--- src/common/tcu_consts.svh ---
// timer compare unit: offsets, field positions, mode codes and reset values
// assumes inclusion by bare name from the package and the design files
`ifndef TCU_CONSTS_SVH
`define TCU_CONSTS_SVH
// number of compare units
`define TCU_UNITS 5
// unit register index inside each unit's block of four words
`define TCU_OFS_CONTROL 2'h0
`define TCU_OFS_LOW 2'h1
`define TCU_OFS_HIGH 2'h2
// unit block stride is four addresses; unit n sits at n*4
`define TCU_UNIT_SHIFT 2
// shared interrupt registers
`define TCU_OFS_STATUS 8'h14
`define TCU_OFS_MASK 8'h15
// control field positions
`define TCU_MODE_LSB 0
`define TCU_MODE_MSB 3
`define TCU_DUTY_LSB 4
`define TCU_DUTY_MSB 5
// mode field codes
`define TCU_MODE_OFF 4'h0
`define TCU_MODE_TOGGLE 4'h2
`define TCU_MODE_SET 4'h8
`define TCU_MODE_CLEAR 4'h9
`define TCU_MODE_FLAG 4'ha
`define TCU_MODE_TRIGGER 4'hb
// any code with both top bits set selects pwm
`define TCU_MODE_PWM_TOP 2'h3
// reset values
`define TCU_RESET_BYTE 8'h00
`define TCU_RESET_UNITS 5'h00
// pwm duty width
`define TCU_DUTY_BITS 10
`endif

--- src/common/tcu_pkg.sv ---
// timer compare unit: shared types and the mode decode
// assumes tcu_consts.svh is on the include path
`include "tcu_consts.svh"
package tcu_pkg;
	// one-hot match action selected by the mode field
	typedef enum logic [6:0] {
		TCU_ACT_OFF = 7'b0000001,
		TCU_ACT_SET = 7'b0000010,
		TCU_ACT_CLEAR = 7'b0000100,
		TCU_ACT_TOGGLE = 7'b0001000,
		TCU_ACT_FLAG = 7'b0010000,
		TCU_ACT_TRIGGER = 7'b0100000,
		TCU_ACT_PWM = 7'b1000000
	} tcu_act_type;
	// decode a mode field into its action; unlisted codes act as off
	function automatic tcu_act_type tcu_decode(input logic [3:0] mode);
		tcu_act_type act;
		act = TCU_ACT_OFF;
		if (mode[3:2] == `TCU_MODE_PWM_TOP) act = TCU_ACT_PWM;
		else begin
			case (mode)
				`TCU_MODE_SET: act = TCU_ACT_SET;
				`TCU_MODE_CLEAR: act = TCU_ACT_CLEAR;
				`TCU_MODE_TOGGLE: act = TCU_ACT_TOGGLE;
				`TCU_MODE_FLAG: act = TCU_ACT_FLAG;
				`TCU_MODE_TRIGGER: act = TCU_ACT_TRIGGER;
				default: act = TCU_ACT_OFF;
			endcase
		end
		return act;
	endfunction
endpackage

--- src/verilog/tcu_top.sv ---
// timer compare unit: five compare/pwm channels, register port, interrupt
// assumes timer count, tick, period timer and converter status come from
// logic on this same clock; the pin direction bit lives outside
//
// Contract
// RL1 - five identical units with own registers
// RL2 - compare 16-bit value against timer count
// RL3 - mode selects set, clear, toggle, flag, trigger
// RL4 - every match sets flag with action
// RL5 - flag-only mode leaves pin uncontrolled
// RL6 - trigger mode resets timer, no pin
// RL7 - unit five starts conversion when enabled
// RL8 - trigger immediate, timer clear at tick; a trigger in a tick cycle gives no clear
// RL9 - lost match before tick cancels clear
// RL10 - trigger clear never sets overflow flag
// RL11 - zero control forces compare latch low
// RL12 - timer runs synchronous while comparing
// RL13 - outside clears pin direction bit
// RL14 - no matching while clock stopped
// RL15 - pwm output with 10-bit duty
// RL16 - zero control releases the pin
// RL17 - mode codes fixed in header
`timescale 1ns/1ns
`default_nettype none
`include "tcu_consts.svh"
module tcu_top
	import tcu_pkg::*;
#(
	parameter int UNITS = `TCU_UNITS
) (
	// clock and reset
	input wire logic clock,
	input wire logic rst,
	// register port
	input wire logic [7:0] reg_addr,
	input wire logic [7:0] reg_wdata,
	input wire logic reg_write,
	input wire logic reg_read,
	output logic [7:0] reg_rdata,
	// timer count and its clock tick
	input wire logic [15:0] timer_count,
	input wire logic timer_tick,
	output logic timer_clear,
	output logic timer_overflow_flag,
	// pwm period timer
	input wire logic [9:0] pwm_time_base,
	input wire logic pwm_period_hit,
	// converter
	input wire logic converter_enabled,
	output logic converter_start,
	// pins
	output logic [UNITS-1:0] unit_output_pin,
	output logic [UNITS-1:0] unit_pin_own,
	output logic [UNITS-1:0] special_event_trigger,
	// interrupt
	output logic irq
);
	initial begin
		if (UNITS < 1 || UNITS > `TCU_UNITS) $error("unit count not served"); // RL1
	end

	////////////////////////////////////////////////////////////////
	// per-unit registers and results
	logic [7:0] unit_control [UNITS]; // control byte per unit
	logic [7:0] match_value_low [UNITS]; // compare low byte
	logic [7:0] match_value_high [UNITS]; // compare high byte
	logic [UNITS-1:0] match_interrupt_flag; // sticky match flags
	logic [UNITS-1:0] match_interrupt_enable; // interrupt mask
	logic [UNITS-1:0] match_now; // pairs equal this cycle
	logic [UNITS-1:0] match_pulse; // entry into a match
	logic [UNITS-1:0] clear_pending; // trigger waiting for tick
	logic [UNITS-1:0] cmp_latch; // compare output latches
	logic [UNITS-1:0] cmp_drive; // compare owns the pin
	logic [UNITS-1:0] pwm_level; // pwm output levels
	logic [UNITS-1:0] pwm_on; // unit in pwm mode
	logic [UNITS-1:0] unit_hit; // address falls in unit block
	logic [UNITS-1:0] clear_write; // write-one-to-clear bits
	logic status_hit; // address is the status register
	logic mask_hit; // address is the mask register

	// unit block selected by an address, one bit per unit
	function automatic logic [UNITS-1:0] unit_select(input logic [7:0] addr);
		logic [UNITS-1:0] sel;
		sel = '0;
		for (int n = 0; n < UNITS; n++) begin
			if (addr[7:`TCU_UNIT_SHIFT] == 6'(n) && addr[1:0] != 2'h3) sel[n] = 1'b1;
		end
		return sel;
	endfunction

	assign unit_hit = unit_select(reg_addr);
	assign status_hit = (reg_addr == `TCU_OFS_STATUS);
	assign mask_hit = (reg_addr == `TCU_OFS_MASK);
	assign clear_write = (reg_write && status_hit) ? reg_wdata[UNITS-1:0] : '0;

	////////////////////////////////////////////////////////////////
	// channels: one compare and one pwm block per unit
	generate
		for (genvar g = 0; g < UNITS; g++) begin : gen_unit
			logic [3:0] mode; // mode field of this unit
			assign mode = unit_control[g][`TCU_MODE_MSB:`TCU_MODE_LSB];
			assign pwm_on[g] = (tcu_decode(mode) == TCU_ACT_PWM);

			tcu_compare u_compare (
				.clock(clock),
				.rst(rst),
				.mode(mode),
				.control_zero(unit_control[g] == `TCU_RESET_BYTE),
				.value({match_value_high[g], match_value_low[g]}), // RL2
				.count(timer_count), // RL12
				.match_now(match_now[g]),
				.match_pulse(match_pulse[g]),
				.latch(cmp_latch[g]),
				.drive(cmp_drive[g])
			);

			tcu_pwm #(.DUTY_BITS(`TCU_DUTY_BITS)) u_pwm (
				.clock(clock),
				.rst(rst),
				.enable(pwm_on[g]),
				.duty({match_value_low[g],
					unit_control[g][`TCU_DUTY_MSB:`TCU_DUTY_LSB]}), // RL15
				.time_base(pwm_time_base),
				.period_hit(pwm_period_hit),
				.level(pwm_level[g])
			);

			// trigger asserts in the match cycle itself
			assign special_event_trigger[g] = match_pulse[g]
				& (tcu_decode(mode) == TCU_ACT_TRIGGER); // RL6 RL8
		end
	endgenerate

	////////////////////////////////////////////////////////////////
	// pin ownership: zero control or flag/trigger modes release it
	always_comb begin
		for (int n = 0; n < UNITS; n++) begin
			unit_pin_own[n] = cmp_drive[n] | pwm_on[n]; // RL5 RL6 RL16 RL13
			unit_output_pin[n] = pwm_on[n] ? pwm_level[n] : cmp_latch[n];
		end
	end

	////////////////////////////////////////////////////////////////
	// only unit five starts a conversion, and only when enabled
	assign converter_start = (UNITS == `TCU_UNITS)
		? special_event_trigger[UNITS-1] & converter_enabled : 1'b0; // RL7

	////////////////////////////////////////////////////////////////
	// a trigger off a tick pends to the next tick, which clears the timer if the match holds; a trigger in a tick cycle is dropped
	always_ff @(posedge clock) begin
		if (rst) clear_pending <= '0;
		else if (timer_tick) clear_pending <= '0;
		else clear_pending <= clear_pending | special_event_trigger; // RL8
	end
	assign timer_clear = timer_tick & |(clear_pending & match_now); // RL8 RL9
	// a trigger clear is not an overflow, so this flag is never raised here
	assign timer_overflow_flag = 1'b0; // RL10

	////////////////////////////////////////////////////////////////
	// unit register writes
	always_ff @(posedge clock) begin
		if (rst) begin
			for (int n = 0; n < UNITS; n++) begin
				unit_control[n] <= `TCU_RESET_BYTE;
				match_value_low[n] <= `TCU_RESET_BYTE;
				match_value_high[n] <= `TCU_RESET_BYTE;
			end
		end else if (reg_write) begin
			for (int n = 0; n < UNITS; n++) begin
				if (unit_hit[n]) begin
					case (reg_addr[1:0])
						`TCU_OFS_CONTROL: unit_control[n] <= reg_wdata; // RL17
						`TCU_OFS_LOW: match_value_low[n] <= reg_wdata;
						`TCU_OFS_HIGH: match_value_high[n] <= reg_wdata;
						default: ;
					endcase
				end
			end
		end
	end

	////////////////////////////////////////////////////////////////
	// sticky match flags: a new match wins over a clear
	always_ff @(posedge clock) begin
		if (rst) match_interrupt_flag <= `TCU_RESET_UNITS;
		else match_interrupt_flag <= (match_interrupt_flag & ~clear_write) | match_pulse; // RL4
	end

	////////////////////////////////////////////////////////////////
	// interrupt mask
	always_ff @(posedge clock) begin
		if (rst) match_interrupt_enable <= `TCU_RESET_UNITS;
		else if (reg_write && mask_hit) match_interrupt_enable <= reg_wdata[UNITS-1:0];
	end
	assign irq = |(match_interrupt_flag & match_interrupt_enable);

	////////////////////////////////////////////////////////////////
	// read data, valid the cycle after the strobe; unmapped reads zero
	always_ff @(posedge clock) begin
		if (rst) reg_rdata <= `TCU_RESET_BYTE;
		else if (reg_read) begin
			reg_rdata <= `TCU_RESET_BYTE;
			if (status_hit) reg_rdata <= 8'(match_interrupt_flag);
			else if (mask_hit) reg_rdata <= 8'(match_interrupt_enable);
			else begin
				for (int n = 0; n < UNITS; n++) begin
					if (unit_hit[n]) begin
						case (reg_addr[1:0])
							`TCU_OFS_CONTROL: reg_rdata <= unit_control[n];
							`TCU_OFS_LOW: reg_rdata <= match_value_low[n];
							`TCU_OFS_HIGH: reg_rdata <= match_value_high[n];
							default: reg_rdata <= `TCU_RESET_BYTE;
						endcase
					end
				end
			end
		end else reg_rdata <= `TCU_RESET_BYTE;
	end
endmodule
`default_nettype wire

--- src/verilog/tcu_compare.sv ---
// one compare channel: match detection and the compare output latch
// assumes timer count comes from logic on the same clock
`timescale 1ns/1ns
`default_nettype none
module tcu_compare
	import tcu_pkg::*;
(
	// clock and reset
	input wire logic clock,
	input wire logic rst,
	// configuration
	input wire logic [3:0] mode,
	input wire logic control_zero,
	input wire logic [15:0] value,
	// timer
	input wire logic [15:0] count,
	// results
	output logic match_now,
	output logic match_pulse,
	output logic latch,
	output logic drive
);
	tcu_act_type act; // decoded action
	logic match_q; // match seen last cycle

	assign act = tcu_decode(mode);
	// equality of the two 16-bit pairs, checked every cycle
	assign match_now = (value == count); // RL2
	// one event per entry into the match, in any compare mode
	assign match_pulse = match_now & ~match_q & (act != TCU_ACT_OFF) & (act != TCU_ACT_PWM);
	// only set, clear and toggle take the pin
	assign drive = (act == TCU_ACT_SET) | (act == TCU_ACT_CLEAR) | (act == TCU_ACT_TOGGLE); // RL5 RL6

	////////////////////////////////////////////////////////////////
	// remember the previous match so a held match fires once
	// matches are only seen on system clock edges; a stopped clock sees none
	always_ff @(posedge clock) begin
		if (rst) match_q <= 1'b0;
		else match_q <= match_now; // RL14
	end

	////////////////////////////////////////////////////////////////
	// compare output latch
	always_ff @(posedge clock) begin
		if (rst) latch <= 1'b0;
		else if (control_zero) latch <= 1'b0; // RL11
		else if (match_pulse) begin
			case (act)
				TCU_ACT_SET: latch <= 1'b1; // RL3
				TCU_ACT_CLEAR: latch <= 1'b0; // RL3
				TCU_ACT_TOGGLE: latch <= ~latch; // RL3
				default: latch <= latch;
			endcase
		end
	end
endmodule
`default_nettype wire

--- src/verilog/tcu_pwm.sv ---
// one pwm channel: double-buffered 10-bit duty against a 10-bit time base
// assumes time base and period pulse come from a period timer on this clock
`timescale 1ns/1ns
`default_nettype none
`include "tcu_consts.svh"
module tcu_pwm #(
	parameter int DUTY_BITS = `TCU_DUTY_BITS
) (
	// clock and reset
	input wire logic clock,
	input wire logic rst,
	// configuration
	input wire logic enable,
	input wire logic [DUTY_BITS-1:0] duty,
	// period timer
	input wire logic [DUTY_BITS-1:0] time_base,
	input wire logic period_hit,
	// output level
	output logic level
);
	logic [DUTY_BITS-1:0] duty_held; // latched duty for this period

	initial begin
		if (DUTY_BITS < 2 || DUTY_BITS > 10) $error("duty width out of range");
	end

	////////////////////////////////////////////////////////////////
	// duty buffer loads only at the period end for glitchless output
	always_ff @(posedge clock) begin
		if (rst) duty_held <= '0;
		else if (period_hit) duty_held <= duty;
	end

	////////////////////////////////////////////////////////////////
	// set at period start unless duty is zero; clear one step early so the
	// output stays high for exactly duty time-base steps
	always_ff @(posedge clock) begin
		if (rst || !enable) level <= 1'b0;
		else if (period_hit) level <= (duty != '0); // RL15
		else if (time_base == duty_held - DUTY_BITS'(1)) level <= 1'b0; // RL15
	end
endmodule
`default_nettype wire

--- config.mk ---
export PLATFORM = sky130hd
export DESIGN_NAME = tcu_top
export DESIGN_NICKNAME = d
export VERILOG_FILES = /design/src/common/tcu_pkg.sv /design/src/verilog/tcu_top.sv /design/src/verilog/tcu_compare.sv /design/src/verilog/tcu_pwm.sv
export VERILOG_INCLUDE_DIRS = /design/src /design/src/common
export SDC_FILE = /design/constraint.sdc
export NUM_CORES = 1
export LEC_CHECK = 0
export BUFFER_PORTS_ARGS = -buffer_cell sky130_fd_sc_hd__buf_2
export CAP_MARGIN = 10
export CORE_MARGIN = 10
export CORE_UTILIZATION = 61
export CTS_BUF_LIST = sky130_fd_sc_hd__clkbuf_4 sky130_fd_sc_hd__clkbuf_8
export DETAILED_ROUTE_END_ITERATION = 12
export GPL_ROUTABILITY_DRIVEN = 0
export PLACE_DENSITY = 0.86
export SYNTH_ARGS = -nofsm -noshare
export SYNTH_HDL_FRONTEND = slang
export SYNTH_SLANG_ARGS = --single-unit
--- constraint.sdc ---
create_clock -name clock -period 6.95 [get_ports clock]
set_clock_uncertainty 0.05 [all_clocks]
set_input_delay 1.0425 -clock clock [delete_from_list [all_inputs] [get_ports clock]]
set_output_delay 1.0425 -clock clock [all_outputs]
set_load 0.1 [all_outputs]
==> results_dict.tcl <==
set metrics [dict create \
    syn_area_sq_mm 0.0113 \
    synthSimpleGateAreaFrac 0.161 \
    ys_warn_count 0 \
    outcome "complete, no violations" \
    grt_max_degree 65 \
    cp_cell_sequence "buf_2 -> xor2_1 -> nor4_1 -> nand4_1 -> or4_1 -> nor4b_2 -> and2_1 -> buf_2" \
    vias_per_cell 6.67 \
    synth_nets 1165 \
    max_cap_violations 0 \
    finalCriticalPeriod_ps 4810 \
    final_antenna_net_count 0 \
    dpl.hpwl_mm 25.5 \
    pin_count 76 \
    antenna_found_initial 4 \
    pre_cts_slack_ps 2280 \
    drive_gt1_frac 0.131 \
    critPathLaunchType "primary input" \
    nFillCells 1291 \
    drc 0 \
    power.total_mw 3.02 \
    clock.fmax_ghz 0.208 \
    slew_viol_final 0 \
    cts_buffers 36 \
    powerDensity_mw_per_mm2 243 \
    synth_fa_ha_area_frac 0.00555 \
    num_rows 49 \
    tritoncts "built" \
    crit_path_end_kind "output pin" \
    synthFlopType "edfxtp_1" \
    cts.hold.buffers_added 0 \
    hold_class "reg2reg" \
    die_w_microns 156 \
    tightestPinTransition_ps 972 \
    cp_data_required_time_ps 5860 \
    synth_cells 1111 \
    cts_root_buf "clkbuf_8" \
    power_leakage_nw 4.75 \
    h-tree-depth 2 \
    grt_usage 0.278 \
    setup_viol 0 \
    multi_input_area_sq_mm 0.00550 \
    coreArea_sq_mm 0.0181 \
    synth-edff-count 120 \
    critPathMaxFanout 5 \
    clkTransAtPathRegs_ps 50 \
    setup_ws_ps 2140 \
    drt-initial-drc-count 1385 \
    placedInstanceArea_sq_mm 0.0116 \
    die_h_microns 156 \
    tns_ps 0 \
    synth_top_area_cell "edfxtp_1" \
    hold_violations 0 \
    synth_top_family_by_area "simple AND/OR/NAND/NOR gates" \
    synthTopCellsByArea "edfxtp_1 32%, dfxtp_1 16%, mux2i_1 9.3%" \
    stdcell_area_sq_mm 0.0124 \
    critPathMaxStageDelay_ps 650 \
    clock_sink_count 208 \
    cp.arrival_ps 3710 \
    portBuffers 74 \
    drt-total-wl_mm 35.2 \
    final_nets 1209 \
    synthXorXnorAreaFrac 0.115 \
    max-vdd-ir-drop_mv 0.151 \
    die-area_sq_mm 0.0243 \
    syn2layout_area_growth_pct 10.0 \
    first_pass_iters 7 \
    cts_buffer_depth 3 \
    grt_pass1_wl_mm 51.5 \
    synthMuxAreaShare 0.105 \
    cts_setup_buffers 0 \
    ys_async_sr_fraction 0 \
    wire_per_inst_microns 24.9 \
    seq_area_frac_synth 0.476 \
    vias 9424 \
    grt_pass1_vias 8745 \
    grt.overflow.total 0 \
    ys_ff_latch 208 \
    synth_top_cell_area_share 0.320 \
    crit_top_cell "buf_2" \
    clock_latency_ps 540 \
    cts_repair_resize_count 0 \
    fin_crit_sh 0.692 \
    synth_compound_area_frac 0.100 \
    cp_slowest_cell "or4_1" \
    initial_utilization 0.623 \
    worst-setup-path-type "in2out" \
    synth_cell_type_count 65 \
    maxSlewHeadroom 0.352 \
    syn_area_per_cell_sq_um 10.1 \
    seqCellArea_sq_mm 0.00537 \
    rsz0062_at_grt "false" \
]
## worst max-delay path: cells and delay by family
kind	cells	cell delay (ps)
xor gates and xnor gates	1	150
buffers and inverters	2	570
and+or+nand+nor	5	1940
## metrics by stage
step,util,instances,hold WS [ps]
finish,0.686,1413,424
global route,0.686,1412,447
CTS,0.686,1412,424
detailed placement,0.644,1346,411
global placement,0.644,1346,400
floorplan,-,1111,391
## Yosys cell counts (4+ instances only)
library cell and number:
o21bai_1 4, a21o_1 8, nor4_1 52, nor2b_1 11, a211oi_1 22, nor3b_1 4, nand2_1 49, mux2_2 9
o21ai_1 8, o21a_1 7, inv_1 23, xnor2_1 47, nand3_1 15, and2_1 26, nand2b_1 7, buf_4 4
clkbuf_1 47, nor3_1 20, xor2_1 99, buf_2 16, o21ai_0 33, o31a_1 6, a21oi_1 44, nand4_1 13
ha_1 5, a31oi_1 8, edfxtp_1 120, nand3b_1 5, dfxtp_1 88, o22ai_1 8, nand4b_1 4, mux2i_1 105
nor2_1 138
## layer usage
metal / part of all wire / track usage
met5: 0.0012 / 0
met1: 0.36 / 0.350
met2: 0.43 / 0.410
met3: 0.15 / 0.120
met4: 0.048 / 0.117
## cell type report
cell class / count / area share
Antenna cell: 1 / 0.000202
Clock buffer: 50 / 0.0509
Clock inverter: 16 / 0.0106
Inverter: 23 / 0.00696
Multi-Input combinational cell: 808 / 0.443
Sequential cell: 208 / 0.433
Tap cell: 229 / 0.0231
Timing Repair Buffer: 78 / 0.0325
## placed cells by master, fill, tap and decap left out, types with 15 or more instances in the layout
cell / instances
and2_1: 26
nor4_1: 52
a211oi_1: 22
nand3_1: 15
inv_1: 23
nand2_1: 49
o21ai_0: 33
mux2i_1: 105
dfxtp_1: 88
xnor2_1: 47
nor2_1: 138
xor2_1: 99
a21oi_1: 44
nor3_1: 20
buf_2: 73
edfxtp_1: 120
clkbuf_8: 41
## power breakdown
group / switching (mW) / total, mW / internal [mW]
Combinational: 0.243 / 0.396 / 0.153
Clock: 0.503 / 1.17 / 0.666
Sequential: 0.0960 / 1.45 / 1.36
Total: 0.842 / 3.02 / 2.18
## logic make-up after synthesis
family	after synthesis
muxes	117
buffers and inverters	95
DFF	208
AOI/OAI and AO/OA	175
xor gates and xnor gates	147
and+or+nand+nor	363
adders and majority gates	5
other	1
## sequential cells by signal (all words and copies together), names as in the netlist
name,cells
gen_unit.u_compare.latch,5
unit_control,40
reg_rdata,8
gen_unit.u_compare.match_q,5
clear_pending,5
match_interrupt_flag,5
gen_unit.u_pwm.duty_held,50
match_interrupt_enable,5
match_value_low,40
match_value_high,40
gen_unit.u_pwm.level,5
## final timing paths
path	startpoint	end	slack (ps)	depth (start not counted)
max	timer_count[5]	converter_start	2140	8
min	clear_pending[2]	clear_pending[2]	420	1
max reg2reg	match_value_low[0][19]	gen_unit[2].u_compare.latch	4040	6
min reg2reg	clear_pending[2]	clear_pending[2]	420	1
Note: power is estimated with default switching activity, not from simulation.
